File: config.mk
export PLATFORM = sky130hd
export DESIGN_NAME = sdo_store
export DESIGN_NICKNAME = d
export VERILOG_FILES = /design/src/rtl/sdo_pkg.sv /design/src/rtl/sdo_store.sv
export SDC_FILE = /design/constraint.sdc
export NUM_CORES = 2
export LEC_CHECK = 0
export ABC_CLOCK_PERIOD_IN_PS = 10000
export BUFFER_PORTS_ARGS = -buffer_cell sky130_fd_sc_hd__buf_2
export CAP_MARGIN = 20
export CORE_MARGIN = 1.5
export CORE_UTILIZATION = 60
export DETAILED_ROUTE_END_ITERATION = 8
export HOLD_SLACK_MARGIN = 0.15
export MAX_ROUTING_LAYER = met4
export PLACE_DENSITY_LB_ADDON = 0.2
export SLEW_MARGIN = 10
export SYNTH_ARGS = -nofsm -noshare
export SYNTH_HDL_FRONTEND = slang
export SYNTH_SLANG_ARGS = --single-unit
File: constraint.sdc
create_clock -name clk -period 10 [get_ports clk]
set_input_delay 1.5 -clock clk [delete_from_list [all_inputs] [get_ports clk]]
set_output_delay 1.5 -clock clk [all_outputs]
set_load 0.005 [all_outputs]
File: src/rtl/sdo_pkg.sv
// Purpose: Shared constants and types for the segmented data object store.
// Assumes: One tag-structured file, single-byte tags, lengths up to 64 bytes.
// Notes:   Status words are 16 bits, first status byte in the upper half.

package sdo_pkg;

   // ==========================================================
   // Store geometry
   localparam int          NSLOT        = 4;
   localparam int          SLOT_DEPTH   = 64;
   localparam logic [15:0] SLOT_LEN_MAX = 16'(SLOT_DEPTH);
   localparam logic [16:0] CAP_BYTES    = 17'h00080;

   // ==========================================================
   // Command field values
   localparam logic [7:0]  TAG_MIN      = 8'h01;
   localparam logic [7:0]  TAG_MAX      = 8'hFE;
   localparam logic [4:0]  TAG_MULTI    = 5'h1F;
   localparam logic [7:0]  LEN_LONG     = 8'h80;
   localparam logic [7:0]  LEN_FORM1    = 8'h81;
   localparam logic [7:0]  LEN_FORM2    = 8'h82;
   localparam logic [7:0]  P1_ZERO      = 8'h00;
   localparam logic [4:0]  SFI_CURRENT  = 5'h00;
   localparam logic [1:0]  BLK_FIRST    = 2'b10;
   localparam logic [1:0]  BLK_NEXT     = 2'b00;
   localparam logic [1:0]  BLK_RETX     = 2'b01;
   localparam logic [1:0]  BLK_RFU      = 2'b11;

   // ==========================================================
   // Status words
   localparam logic [15:0] SW_NONE      = 16'h0000;
   localparam logic [15:0] SW_OK        = 16'h9000;
   localparam logic [15:0] SW_MORE      = 16'h63F1;
   localparam logic [15:0] SW_MORE_PRO  = 16'h63F2;
   localparam logic [15:0] SW_NOMEM     = 16'h6A84;
   localparam logic [15:0] SW_BADP2     = 16'h6A86;
   localparam logic [15:0] SW_WRONGLEN  = 16'h6700;
   localparam logic [15:0] SW_COND      = 16'h6985;
   localparam logic [15:0] SW_BADDATA   = 16'h6A80;
   localparam logic [15:0] SW_SEC       = 16'h6982;
   localparam logic [15:0] SW_BADP1     = 16'h6B00;
   localparam logic [15:0] SW_TECH      = 16'h6F00;

   // ==========================================================
   // Carriers
   typedef struct packed {
      logic [7:0] ins;
      logic [7:0] p1;
      logic [7:0] p2;
      logic [7:0] lc;
      logic       upd_ok;
      logic       mod_ef;
   } sdo_hdr_t;

   typedef struct packed {
      logic       valid;
      logic [7:0] tag;
   } sdo_ptr_t;

   typedef enum logic [2:0] {
      ST_IDLE, ST_TAG, ST_LEN0, ST_LEN1, ST_LEN2, ST_VAL, ST_SKIP, ST_DONE
   } sdo_st_t;

endpackage

File: src/rtl/sdo_store.sv
// Purpose: Card-side handler for the segmented data object write command.
// Assumes: Header arrives first, then exactly lc data bytes of that command.
// Notes:   Summary of operation follows.

`timescale 1ns/1ps

module sdo_store
#(
   parameter logic [7:0] INS_SET_DATA = 8'h01,
   parameter logic [7:0] INS_GET_RESP = 8'h02
)
(
   // Clock and reset
   input  wire logic              clk,
   input  wire logic              rst,
   // Command header
   input  wire logic              cmd_valid,
   input  wire sdo_pkg::sdo_hdr_t cmd_hdr,
   output logic                   cmd_ready,
   // Command data bytes
   input  wire logic              dat_valid,
   input  wire logic [7:0]        dat_byte,
   // Context from the rest of the card
   input  wire sdo_pkg::sdo_ptr_t lock_other,
   input  wire logic              proactive_pending,
   input  wire logic              resp_offer,
   // Answer
   output logic                   sw_valid,
   output logic [15:0]            sw,
   output logic                   gr_grant,
   output sdo_pkg::sdo_ptr_t      own_ptr,
   // Readback
   input  wire logic [7:0]        rd_tag,
   input  wire logic [5:0]        rd_idx,
   output logic                   rd_hit,
   output logic [6:0]             rd_len,
   output logic [7:0]             rd_byte
);

   // ==========================================================
   // State
   sdo_pkg::sdo_st_t  st_r;
   sdo_pkg::sdo_st_t  st_nxt;
   sdo_pkg::sdo_hdr_t hdr_r;
   sdo_pkg::sdo_ptr_t ptr_r;
   logic [15:0]       res_r;
   logic [15:0]       res_nxt;
   logic [7:0]        rem_r;
   logic [7:0]        tag_r;
   logic [7:0]        vlen_r;
   logic [6:0]        off_r;
   logic [6:0]        prev_start_r;
   logic [7:0]        prev_lc_r;
   logic              prev_ok_r;
   logic              open_r;
   logic [1:0]        ptr_idx_r;
   logic              pend_r;
   logic [7:0]        used_r;
   logic              ready_r;
   logic              sw_valid_r;
   logic [15:0]       sw_r;
   logic              gr_grant_r;
   logic              rd_hit_r;
   logic [6:0]        rd_len_r;
   logic [7:0]        rd_byte_r;
   // Packed tables, so slot scans re-evaluate whenever any slot changes
   logic [sdo_pkg::NSLOT-1:0]      s_used_r;
   logic [sdo_pkg::NSLOT-1:0][7:0] s_tag_r;
   logic [sdo_pkg::NSLOT-1:0][6:0] s_len_r;
   logic [7:0]        mem_r    [sdo_pkg::NSLOT][sdo_pkg::SLOT_DEPTH];

   // Scan for a live slot holding tag t, or for the first empty slot
   // Tables come in as arguments; a hidden read would not retrigger the wires
   function automatic logic [2:0] find_slot(input logic free_only,
                                            input logic [7:0] t,
                                            input logic [sdo_pkg::NSLOT-1:0] u,
                                            input logic [sdo_pkg::NSLOT-1:0][7:0] tg);
      logic [2:0] r;
      r = 3'h0;
      for (int i = 0; i < sdo_pkg::NSLOT; i++)
      begin
         if (!r[2] && (free_only ? !u[i] : (u[i] && tg[i] == t)))
         begin
            r = {1'b1, 2'(i)};
         end
      end
      return r;
   endfunction

   // ==========================================================
   // Header decode
   wire       acc      = cmd_valid && ready_r;
   wire       is_set   = cmd_hdr.ins == INS_SET_DATA;
   wire       is_gr    = cmd_hdr.ins == INS_GET_RESP;
   wire [1:0] blk      = cmd_hdr.p2[7:6];
   wire       sfi_bad  = blk != sdo_pkg::BLK_FIRST && cmd_hdr.p2[4:0] != sdo_pkg::SFI_CURRENT;
   wire [6:0] cur_len  = s_len_r[ptr_idx_r];
   wire [6:0] room     = cur_len - off_r;
   wire       last     = rem_r == 8'h01;
   wire       set_r    = hdr_r.ins == INS_SET_DATA;
   wire [1:0] blk_r    = hdr_r.p2[7:6];
   wire [15:0] more_sw = proactive_pending ? sdo_pkg::SW_MORE_PRO : sdo_pkg::SW_MORE;

   // Checks run in priority order; the first failure decides the word
   wire [15:0] hdr_sw =
      (cmd_hdr.p1 != sdo_pkg::P1_ZERO)                  ? sdo_pkg::SW_BADP1 :
      (!cmd_hdr.upd_ok)                                 ? sdo_pkg::SW_SEC :
      (blk == sdo_pkg::BLK_RFU || sfi_bad)              ? sdo_pkg::SW_BADP2 :
      (blk == sdo_pkg::BLK_NEXT && !open_r)             ? sdo_pkg::SW_BADP2 :
      (blk == sdo_pkg::BLK_RETX && !prev_ok_r)          ? sdo_pkg::SW_COND :
      (blk == sdo_pkg::BLK_RETX && cmd_hdr.lc != prev_lc_r) ? sdo_pkg::SW_COND :
      (blk == sdo_pkg::BLK_NEXT && cmd_hdr.lc > {1'b0, room}) ? sdo_pkg::SW_WRONGLEN :
      (blk == sdo_pkg::BLK_FIRST && cmd_hdr.lc == 8'h00) ? sdo_pkg::SW_WRONGLEN :
      sdo_pkg::SW_NONE;
   wire        hdr_ok  = acc && is_set && hdr_sw == sdo_pkg::SW_NONE;
   wire        retx_go = hdr_ok && blk == sdo_pkg::BLK_RETX;
   wire        next_go = hdr_ok && blk == sdo_pkg::BLK_NEXT;

   // ==========================================================
   // First block: tag and length parse
   wire in_tag  = dat_valid && st_r == sdo_pkg::ST_TAG;
   wire in_len0 = dat_valid && st_r == sdo_pkg::ST_LEN0;
   wire tag_bad = dat_byte < sdo_pkg::TAG_MIN || dat_byte > sdo_pkg::TAG_MAX
                  || dat_byte[4:0] == sdo_pkg::TAG_MULTI;
   wire lock_hit = lock_other.valid && lock_other.tag == dat_byte;
   wire [15:0] tag_sw = tag_bad  ? sdo_pkg::SW_BADDATA :
                        lock_hit ? sdo_pkg::SW_COND :
                        sdo_pkg::SW_NONE;
   wire len_done = (in_len0 && dat_byte < sdo_pkg::LEN_LONG)
                   || (dat_valid && st_r == sdo_pkg::ST_LEN2);
   wire len_more = (in_len0 && (dat_byte == sdo_pkg::LEN_FORM1
                   || dat_byte == sdo_pkg::LEN_FORM2))
                   || (dat_valid && st_r == sdo_pkg::ST_LEN1);
   wire len_bad  = in_len0 && dat_byte >= sdo_pkg::LEN_LONG && !len_more;
   wire [15:0] full   = {vlen_r, dat_byte};
   wire [7:0]  vbytes = rem_r - 8'h01;

   // ==========================================================
   // Allocation
   wire [7:0]  tag_cur = (st_r == sdo_pkg::ST_TAG) ? dat_byte : tag_r;
   wire [2:0]  hit_w   = find_slot(1'b0, tag_cur, s_used_r, s_tag_r);
   wire [2:0]  free_w  = find_slot(1'b1, 8'h00, s_used_r, s_tag_r);
   wire        hit     = hit_w[2];
   wire [1:0]  hidx    = hit_w[1:0];
   wire        same    = hit && hidx == ptr_idx_r;
   wire [7:0]  free_bytes = (hit ? {1'b0, s_len_r[hidx]} : 8'h00)
                            + ((open_r && !same) ? {1'b0, cur_len} : 8'h00);
   wire [1:0]  tgt     = hit ? hidx : (open_r ? ptr_idx_r : free_w[1:0]);
   wire        avail   = hit || open_r || free_w[2];
   wire [16:0] need    = 17'(used_r) - 17'(free_bytes) + 17'(full);
   wire        nomem   = full > sdo_pkg::SLOT_LEN_MAX || need > sdo_pkg::CAP_BYTES
                         || !avail;
   wire [15:0] len_sw  = nomem ? sdo_pkg::SW_NOMEM :
                         ({8'h00, vbytes} > full) ? sdo_pkg::SW_WRONGLEN :
                         sdo_pkg::SW_NONE;

   // Events
   wire ev_commit   = len_done && len_sw == sdo_pkg::SW_NONE;
   wire ev_delete   = in_tag && last && tag_sw == sdo_pkg::SW_NONE;
   wire ev_modabort = acc && !is_set && !is_gr && cmd_hdr.mod_ef;
   wire ev_abort    = open_r && (ev_commit || ev_delete || ev_modabort);
   wire wr_en       = dat_valid && st_r == sdo_pkg::ST_VAL;
   wire [6:0] off_inc = off_r + 7'h01;
   wire in_done     = st_r == sdo_pkg::ST_DONE;
   wire ok_res      = res_r == sdo_pkg::SW_OK || res_r == sdo_pkg::SW_MORE
                      || res_r == sdo_pkg::SW_MORE_PRO;

   wire [7:0] used_nxt = ev_commit   ? need[7:0] :
                         ev_delete   ? used_r - free_bytes :
                         (ev_modabort && open_r) ? used_r - {1'b0, cur_len} :
                         used_r;

   // ==========================================================
   // Command sequencer
   always_comb
   begin
      st_nxt  = st_r;
      res_nxt = res_r;
      case (st_r)
         sdo_pkg::ST_IDLE:
         begin
            if (acc && is_set)
            begin
               res_nxt = hdr_sw;
               if (hdr_sw != sdo_pkg::SW_NONE)
                  st_nxt = (cmd_hdr.lc == 8'h00) ? sdo_pkg::ST_DONE : sdo_pkg::ST_SKIP;
               else if (cmd_hdr.lc == 8'h00)
               begin
                  st_nxt  = sdo_pkg::ST_DONE;
                  res_nxt = more_sw;
               end
               else
                  st_nxt = (blk == sdo_pkg::BLK_FIRST) ? sdo_pkg::ST_TAG : sdo_pkg::ST_VAL;
            end
            else if (acc && is_gr)
            begin
               st_nxt  = sdo_pkg::ST_DONE;
               res_nxt = pend_r ? sdo_pkg::SW_OK : sdo_pkg::SW_TECH;
            end
         end
         sdo_pkg::ST_TAG:
         begin
            if (dat_valid)
            begin
               if (tag_sw != sdo_pkg::SW_NONE)
               begin
                  res_nxt = tag_sw;
                  st_nxt  = last ? sdo_pkg::ST_DONE : sdo_pkg::ST_SKIP;
               end
               else if (last)
               begin
                  res_nxt = sdo_pkg::SW_OK;
                  st_nxt  = sdo_pkg::ST_DONE;
               end
               else
                  st_nxt = sdo_pkg::ST_LEN0;
            end
         end
         sdo_pkg::ST_LEN0, sdo_pkg::ST_LEN1, sdo_pkg::ST_LEN2:
         begin
            if (len_bad || (len_more && last))
            begin
               res_nxt = len_bad ? sdo_pkg::SW_BADDATA : sdo_pkg::SW_WRONGLEN;
               st_nxt  = last ? sdo_pkg::ST_DONE : sdo_pkg::ST_SKIP;
            end
            else if (len_more)
               st_nxt = (in_len0 && dat_byte == sdo_pkg::LEN_FORM2) ? sdo_pkg::ST_LEN1
                        : sdo_pkg::ST_LEN2;
            else if (len_done && len_sw != sdo_pkg::SW_NONE)
            begin
               res_nxt = len_sw;
               st_nxt  = last ? sdo_pkg::ST_DONE : sdo_pkg::ST_SKIP;
            end
            else if (len_done && last)
            begin
               res_nxt = (full == 16'h0000) ? sdo_pkg::SW_OK : more_sw;
               st_nxt  = sdo_pkg::ST_DONE;
            end
            else if (len_done)
               st_nxt = sdo_pkg::ST_VAL;
         end
         sdo_pkg::ST_VAL:
         begin
            if (dat_valid && last)
            begin
               res_nxt = (off_inc == cur_len) ? sdo_pkg::SW_OK : more_sw;
               st_nxt  = sdo_pkg::ST_DONE;
            end
         end
         sdo_pkg::ST_SKIP:
         begin
            if (dat_valid && last)
               st_nxt = sdo_pkg::ST_DONE;
         end
         sdo_pkg::ST_DONE:
         begin
            st_nxt = sdo_pkg::ST_IDLE;
         end
         default:
         begin
            st_nxt = sdo_pkg::ST_IDLE;
         end
      endcase
   end

   always_ff @(posedge clk)
   begin
      if (rst)
      begin
         st_r    <= sdo_pkg::ST_IDLE;
         res_r   <= sdo_pkg::SW_NONE;
         ready_r <= 1'b1;
         rem_r   <= 8'h00;
         hdr_r   <= '0;
      end
      else
      begin
         st_r    <= st_nxt;
         res_r   <= res_nxt;
         ready_r <= st_nxt == sdo_pkg::ST_IDLE;
         if (acc)
            hdr_r <= cmd_hdr;
         if (acc)
            rem_r <= cmd_hdr.lc;
         else if (dat_valid && st_r != sdo_pkg::ST_IDLE && st_r != sdo_pkg::ST_DONE)
            rem_r <= rem_r - 8'h01;
      end
   end

   // ==========================================================
   // Transfer context; errors never reach off_r, prev_start_r or prev_lc_r, but tag_r and vlen_r load on error commands too
   always_ff @(posedge clk)
   begin
      if (rst)
      begin
         tag_r <= 8'h00;
         vlen_r <= 8'h00;
         off_r <= 7'h00;
         prev_start_r <= 7'h00;
         prev_lc_r <= 8'h00;
      end
      else
      begin
         if (in_tag)
            tag_r <= dat_byte;
         if (acc)
            vlen_r <= 8'h00;
         else if (dat_valid && st_r == sdo_pkg::ST_LEN1)
            vlen_r <= dat_byte;
         if (ev_commit)
            off_r <= 7'h00;
         else if (retx_go)
            off_r <= prev_start_r;
         else if (wr_en)
            off_r <= off_inc;
         if (next_go)
         begin
            prev_start_r <= off_r;
            prev_lc_r    <= cmd_hdr.lc;
         end
      end
   end

   always_ff @(posedge clk)
   begin
      if (rst)
      begin
         open_r <= 1'b0;
         ptr_idx_r <= 2'h0;
         ptr_r <= '0;
         prev_ok_r <= 1'b0;
      end
      else
      begin
         if (ev_commit)
         begin
            open_r    <= 1'b1;
            ptr_idx_r <= tgt;
            ptr_r     <= '{valid: 1'b1, tag: tag_r};
         end
         else if (ev_delete || ev_modabort)
         begin
            open_r <= 1'b0;
            ptr_r  <= '0;
         end
         else if (in_done && set_r && ok_res && open_r && off_r == cur_len)
            open_r <= 1'b0;
         if (in_done)
            prev_ok_r <= set_r && blk_r != sdo_pkg::BLK_FIRST && ok_res;
         else if (acc && !is_set)
            prev_ok_r <= 1'b0;
      end
   end

   // ==========================================================
   // Object table and storage
   always_ff @(posedge clk)
   begin
      if (rst)
      begin
         used_r <= 8'h00;
         for (int i = 0; i < sdo_pkg::NSLOT; i++)
         begin
            s_used_r[i] <= 1'b0;
            s_tag_r[i]  <= 8'h00;
            s_len_r[i]  <= 7'h00;
         end
      end
      else
      begin
         used_r <= used_nxt;
         if (ev_abort)
            s_used_r[ptr_idx_r] <= 1'b0;
         if (ev_delete && hit)
            s_used_r[hidx] <= 1'b0;
         if (ev_commit)
         begin
            s_used_r[tgt] <= 1'b1;
            s_tag_r[tgt]  <= tag_r;
            s_len_r[tgt]  <= full[6:0];
         end
      end
   end

   // Data bytes carry no reset; an object is only visible once allocated
   always_ff @(posedge clk)
   begin
      if (wr_en)
         mem_r[ptr_idx_r][off_r[5:0]] <= dat_byte;
   end

   // ==========================================================
   // Answer and readback
   wire [2:0] rd_w = find_slot(1'b0, rd_tag, s_used_r, s_tag_r);

   always_ff @(posedge clk)
   begin
      if (rst)
      begin
         sw_valid_r <= 1'b0;
         sw_r       <= sdo_pkg::SW_NONE;
         gr_grant_r <= 1'b0;
         pend_r     <= 1'b0;
         rd_hit_r   <= 1'b0;
         rd_len_r   <= 7'h00;
         rd_byte_r  <= 8'h00;
      end
      else
      begin
         sw_valid_r <= in_done;
         if (in_done)
            sw_r <= res_r;
         gr_grant_r <= in_done && !set_r && res_r == sdo_pkg::SW_OK;
         if (resp_offer)
            pend_r <= 1'b1;
         else if (acc)
            pend_r <= 1'b0;
         rd_hit_r  <= rd_w[2];
         rd_len_r  <= s_len_r[rd_w[1:0]];
         rd_byte_r <= mem_r[rd_w[1:0]][rd_idx];
      end
   end

   assign cmd_ready = ready_r;
   assign sw_valid  = sw_valid_r;
   assign sw        = sw_r;
   assign gr_grant  = gr_grant_r;
   assign own_ptr   = ptr_r;
   assign rd_hit    = rd_hit_r;
   assign rd_len    = rd_len_r;
   assign rd_byte   = rd_byte_r;
endmodule

Word level (Yosys, flattened, before mapping)
Memories as Yosys holds them, arrays and structs flattened.
Cells that the tools add are included.
- flip-flop bits (word level): 202
- memory bits (writable): 2048
- input bits: 71
- output and inout port bits: 44
- word-level logic and storage cells: 352
- memories kept: 1
- memory list (memory ; depth ; bits a word ; read ports ; clocked after memory_dff ; write ports ; line ; source):
    mem_r ; 4 ; 512 ; 1 ; 0 ; 1 ; sdo_store.sv:70 ; logic [7:0] mem_r [sdo_pkg::NSLOT][sdo_pkg::SLOT_DEPTH];
- add/subtract/negate cells: 8
- order comparisons: 18
- eq/ne operators: 42
- muxes and demuxes: 111
- bitwise operators: 7
- reductions and logical operators: 132
- operator list (operator ; number):
    512-bit two-way mux ; 1
    15-bit two-way mux ; 14
    16-bit two-way mux ; 13
    3-bit two-way mux ; 27
    8-bit two-way mux ; 10
    8-bit == test ; 9
    1-bit logical AND ; 69
    16-bit logical NOT ; 4
    16-bit one-hot mux with 4 select lines ; 1
    7-bit two-way mux ; 8
    8-bit binary-select mux with 6-bit select ; 1
    8-bit demux with 6-bit select ; 1
    16-bit nonzero test ; 3
    7-bit binary-select mux with 2-bit select ; 3
    32-bit bitwise mux ; 1
    16-bit by 15-bit == test with 1-bit output, second input constant ; 2
    28-bit bitwise mux ; 1
    8-bit by 1-bit == test with 1-bit output, second input constant ; 3
    1-bit logical NOT ; 20
    4-bit two-way mux ; 5
    9-bit two-way mux ; 2
    17-bit by 16-bit adder with 17-bit output ; 1
    17-bit by 8-bit greater-than comparator with 1-bit output, second input constant ; 1
    8-bit demux with 2-bit select ; 1
    57 further kinds ; 117

Longest topological paths before layout
- word-level depth: 38
- gate-level depth with buffers: 44
- depth with buffers taken out: 37

Worst setup path before layout
Ideal clock, no wire load.
- path type: in2reg
- from: input dat_byte[7]
- to: register s_len_r[3] in the netlist's numbering
- arrival time: 8.986 ns
- setup slack: 0.887 ns
- stages: 40
- path buffers: 4
- cell sequence: clkbuf_1 -> mux2i_1 -> xor2_1 -> nand4_1 -> nor4_2 -> clkbuf_1 -> nor3_1 -> a21oi_1 -> o221ai_1 -> o21ai_0 -> and3_1 -> ha_1 -> inv_1 -> fa_1 -> inv_1 -> a21oi_1 -> o21bai_1 -> a21oi_1 -> [4 not listed] -> or3_1 -> o21ai_0 -> a21oi_1 -> inv_1 -> ha_1 -> a21oi_1 -> o21bai_1 -> a221o_1 -> a31oi_1 -> xor2_1 -> nand4_1 -> a2111oi_4 -> nand3_4 -> buf_6 -> nor4_4 -> buf_6 -> mux2i_1 -> nor2_1
- cells in the longest elaborated chain, start to end: 27
- elaborated cells between the ends (all ways): 52
- RTL lines (item ; line ; source):
    from (decl) ; sdo_store.sv:22 ; input wire logic [7:0] dat_byte,
    8-bit two-way mux ; sdo_store.sv:140 ; wire [7:0] tag_cur = (st_r == sdo_pkg::ST_TAG) ? dat_byte : tag_r;
    8-bit == test ; sdo_store.sv:82 ; if (!r[2] && (free_only ? !u[i] : (u[i] && tg[i] == t)))
    1-bit logical AND ; sdo_store.sv:82 ;
    3-bit two-way mux ; sdo_store.sv:82 ;
    1-bit logical NOT ; sdo_store.sv:82 ;
    1-bit logical AND ; sdo_store.sv:82 ;
    3-bit two-way mux ; sdo_store.sv:82 ;
    1-bit logical NOT ; sdo_store.sv:82 ;
    [11 not listed] ; n/a ;
    8-bit by 8-bit subtractor with 9-bit output ; sdo_store.sv:150 ; wire [16:0] need = 17'(used_r) - 17'(free_bytes) + 17'(full);
    17-bit by 16-bit adder with 17-bit output ; sdo_store.sv:150 ;
    17-bit by 8-bit greater-than comparator with 1-bit output ; sdo_store.sv:151 ; wire nomem = full > sdo_pkg::SLOT_LEN_MAX || need > sdo_pkg::CAP_BYTES
    1-bit logical OR ; sdo_store.sv:151 ;
    1-bit logical OR ; sdo_store.sv:152 ; || !avail;
    15-bit two-way mux ; sdo_store.sv:153 ; wire [15:0] len_sw = nomem ? sdo_pkg::SW_NOMEM :
    16-bit logical NOT ; sdo_store.sv:158 ; wire ev_commit = len_done && len_sw == sdo_pkg::SW_NONE;
    1-bit logical AND ; sdo_store.sv:158 ;
    to (signal, indexed assignment) ; sdo_store.sv:380 ; s_len_r[tgt] <= full[6:0];
    to (decl) ; sdo_store.sv:69 ; logic [sdo_pkg::NSLOT-1:0][6:0] s_len_r;
Parallel ways exist; a longest one is shown, timed or not. The select of a mux whose other input is x is not followed.
A chain may end at the register's enable or synchronous reset.

Worst setup path in the final report
- from: register st_r[1]
- to: register s_len_r[23] in the netlist's numbering
- cells in the longest elaborated chain, start to end: 28
- elaborated cells between the ends (all ways): 53
- RTL lines (item ; line ; source):
    from (decl) ; sdo_store.sv:42 ; sdo_pkg::sdo_st_t st_r;
    from (signal assigned) ; sdo_store.sv:270 ; st_r <= sdo_pkg::ST_IDLE;
    from (signal assigned) ; sdo_store.sv:278 ; st_r <= st_nxt;
    3-bit by 1-bit == test with 1-bit output ; sdo_store.sv:140 ;
    8-bit two-way mux ; sdo_store.sv:140 ;
    8-bit == test ; sdo_store.sv:82 ;
    1-bit logical AND ; sdo_store.sv:82 ;
    3-bit two-way mux ; sdo_store.sv:82 ;
    1-bit logical NOT ; sdo_store.sv:82 ;
    1-bit logical AND ; sdo_store.sv:82 ;
    3-bit two-way mux ; sdo_store.sv:82 ;
    [12 not listed] ; n/a ;
    8-bit by 8-bit subtractor with 9-bit output ; sdo_store.sv:150 ;
    17-bit by 16-bit adder with 17-bit output ; sdo_store.sv:150 ;
    17-bit by 8-bit greater-than comparator with 1-bit output ; sdo_store.sv:151 ;
    1-bit logical OR ; sdo_store.sv:151 ;
    1-bit logical OR ; sdo_store.sv:152 ;
    15-bit two-way mux ; sdo_store.sv:153 ;
    16-bit logical NOT ; sdo_store.sv:158 ;
    1-bit logical AND ; sdo_store.sv:158 ;
Parallel ways exist; a longest one is shown, timed or not. The select of a mux whose other input is x is not followed.

==> results_dict.tcl <==
set metrics [dict create \
    fin_skew_ps 28.7 \
    multi_input_area_um2 26200 \
    setup_tns_ps 0 \
    setup.worst_path.start_class "flip-flop" \
    async_reset_ff_frac 0 \
    ant_nets 0 \
    setup_ws_ps 789 \
    ir_drop_mv 0.184 \
    synthDistinctLibCells 80 \
    period_needed_ps 9210 \
    dp.cells 9001 \
    dr.pass1.iters 7 \
    seqCellArea_um2 65200 \
    p_leak_nw 33.5 \
    cts_tree "done" \
    grt_pass1_vias 57900 \
    ys_seq_area_frac 0.700 \
    hold_path_class "reg -> reg" \
    yosysMostFrequentCell "edfxtp_1" \
    grt_usage 0.333 \
    cts_buffers 214 \
    cp-end-kind "flip-flop" \
    die_y_um 397 \
    rsz0062_at_grt "no" \
    final_cells 9404 \
    slew_headroom 0.131 \
    routed_wl_um 256000 \
    whs_ps 457 \
    synth_edf_count 2048 \
    cts_hold_buf 0 \
    yosysTopAreaCell "edfxtp_1" \
    drive_above_1_share 0.0944 \
    netlist_area_um2 93200 \
    hold_viol 0 \
    grt_pass1_wl_um 376000 \
    post-route-util 0.668 \
    synthTopCellsByArea "edfxtp_1, nand2_1, dfxtp_1" \
    postCtsSetupBuffers 0 \
    synth_top_area_share 0.660 \
    synth_nets 7287 \
    routabilityCongestion 0.932 \
    setup.worst_path.class "reg -> reg" \
    cts_resized 0 \
    area_delta_synth_final_pct 10.5 \
    wl_per_cell_um 27.2 \
    path_common_cell "a21oi_1" \
    syn_inst 7148 \
    pwr_density_cell_nw_per_um2 188 \
    vias 60500 \
    drt_iter0_markers 8073 \
    routed_via_density 6.43 \
    cp_data_arrival_time_ps 9890 \
    floorplan.io_pins 115 \
    cp.required_ps 10680 \
    cpPeakStageDelay_ps 490 \
    core_area_um2 154000 \
    h-tree-depth 4 \
    cts_root_buffer "clkbuf_16" \
    cts.reportedPaths.clkPinSlew_ps 60 \
    tightest_slew_ps 1300 \
    globalRoute.totalOverflow 0 \
    cts_sinks 2234 \
    grt_max_degree 207 \
    cpMaxStageDelayCell "dfxtp_1" \
    pre_cts_slack_ps 226 \
    insertion_delay_ps 850 \
    avgSynthCellArea_um2 13.0 \
    die_width_um 397 \
    fp-row-count 144 \
    cp_max_fo 17 \
    dieArea_um2 158000 \
    ys_warn_count 0 \
    fillers 10700 \
    drv_cap 0 \
    dpl.hpwl_um 157000 \
    drc_errors 0 \
    ys.flop_type "edfxtp_1" \
    synth.top_cells.by_count "edfxtp_1, nand2_1, nand3_1" \
    slew_viol_final 0 \
    clock.fmax_mhz 109 \
    cts_buffer_depth 3 \
    final-setup-viol-count 0 \
    status "completed" \
    antenna_found_initial 5 \
    nNetsFinal 7313 \
    start_util 0.605 \
    io_buffers 112 \
    period_share 0.921 \
    ys_ff_latch 2234 \
]
==> kinds of logic after synthesis <==
group	share of synthesized area
flops	0.700
xor+xnor	0.0133
fa+ha+maj	0.00953
mux	0.0598
compound gates	0.0590
other cells	0.0000402
simple gates	0.137
buf+inv	0.0210
==> flip-flops by register name, summed over array words and instances (netlist names), 8 cells and up <==
register   count
mem_r       2048
s_tag_r       32
s_len_r       28
res_r         11
sw            11
own_ptr        9
hdr_r          8
prev_lc_r      8
rd_byte        8
rem_r          8
tag_r          8
used_r         8
vlen_r         8
==> worst paths after layout <==
| path | from | to | slack (ps) | cells after the start |
|---|---|---|---|---|
| setup / recovery | st_r[1] | s_len_r[23] | 790 | 39 |
| hold / removal | hdr_r[31] | hdr_r[31] | 460 | 2 |
| setup reg to reg | st_r[1] | s_len_r[23] | 790 | 39 |
| hold reg to reg | hdr_r[31] | hdr_r[31] | 460 | 2 |
==> per-layer routing <==
layer | track usage | up-vias | part of all wire | wire length [µm]
met4 | 0.127 | 0 | 0.040 | 10200
met5 | - | - | 0 | 0
met1 | 0.454 | 29800 | 0.39 | 99600
li1 | - | 26600 | - | -
met3 | 0.0704 | 543 | 0.11 | 27800
met2 | 0.497 | 3502 | 0.46 | 118000
==> final cells by class <==
cell class,count,share of cell area
Antenna cell,6,0.000146
Clock buffer,261,0.0547
Clock inverter,135,0.0131
Inverter,55,0.00200
Multi-Input combinational cell,4436,0.254
Sequential cell,2234,0.633
Tap cell,2044,0.0248
Timing Repair Buffer,233,0.0178
==> critical path, delay by kind of cell, from the launching register on <==
family | cells | cell delay (ps)
buf+inv | 6 | 1380
mux | 2 | 700
flops | 1 | 490
compound gates | 13 | 2460
simple gates | 11 | 2330
xor+xnor | 3 | 630
fa+ha+maj | 4 | 1040
==> metrics by stage <==
| step | area, µm² | power (mW) |
|---|---|---|
| 2_1_floorplan | 93200 | 11.0 |
| 3_3_place_gp | 95900 | 11.4 |
| 3_5_place_dp | 95900 | 11.4 |
| 4_1_cts | 103000 | 19.3 |
| 5_1_grt | 103000 | 19.8 |
| 6_report | 103000 | 19.3 |
==> power by group <==
part | total [mW] | switching (mW) | internal [mW]
logic | 0.992 | 0.691 | 0.302
registers | 10.3 | 0.0418 | 10.2
clock network | 8.06 | 3.48 | 4.58
total | 19.3 | 4.21 | 15.1
==> cell usage in the layout, fill, tap and decap left out, types with 22 or more instances in the layout <==
cell type	netlist	layout
bufinv_16	0	22
and3_1	136	136
nor2_1	491	486
mux4_2	82	82
edfxtp_1	2048	2048
nand2_1	1542	1535
xnor2_1	92	92
xor2_1	50	50
mux2i_1	354	354
buf_2	64	102
inv_1	54	54
clkbuf_1	289	37
o21ai_0	69	68
ha_1	63	63
a21oi_1	217	216
a211oi_1	34	31
a311oi_1	83	83
clkinv_1	1	52
nor3_1	59	56
o22ai_1	96	96
o211ai_1	24	24
dfxtp_1	186	186
nand4_1	30	30
clkinv_2	0	41
nor4_1	46	44
nand3_1	532	531
clkbuf_16	0	215
buf_4	11	99
a31oi_1	115	115
a22oi_1	26	26
No activity file was read; power rests on OpenSTA's default activity.
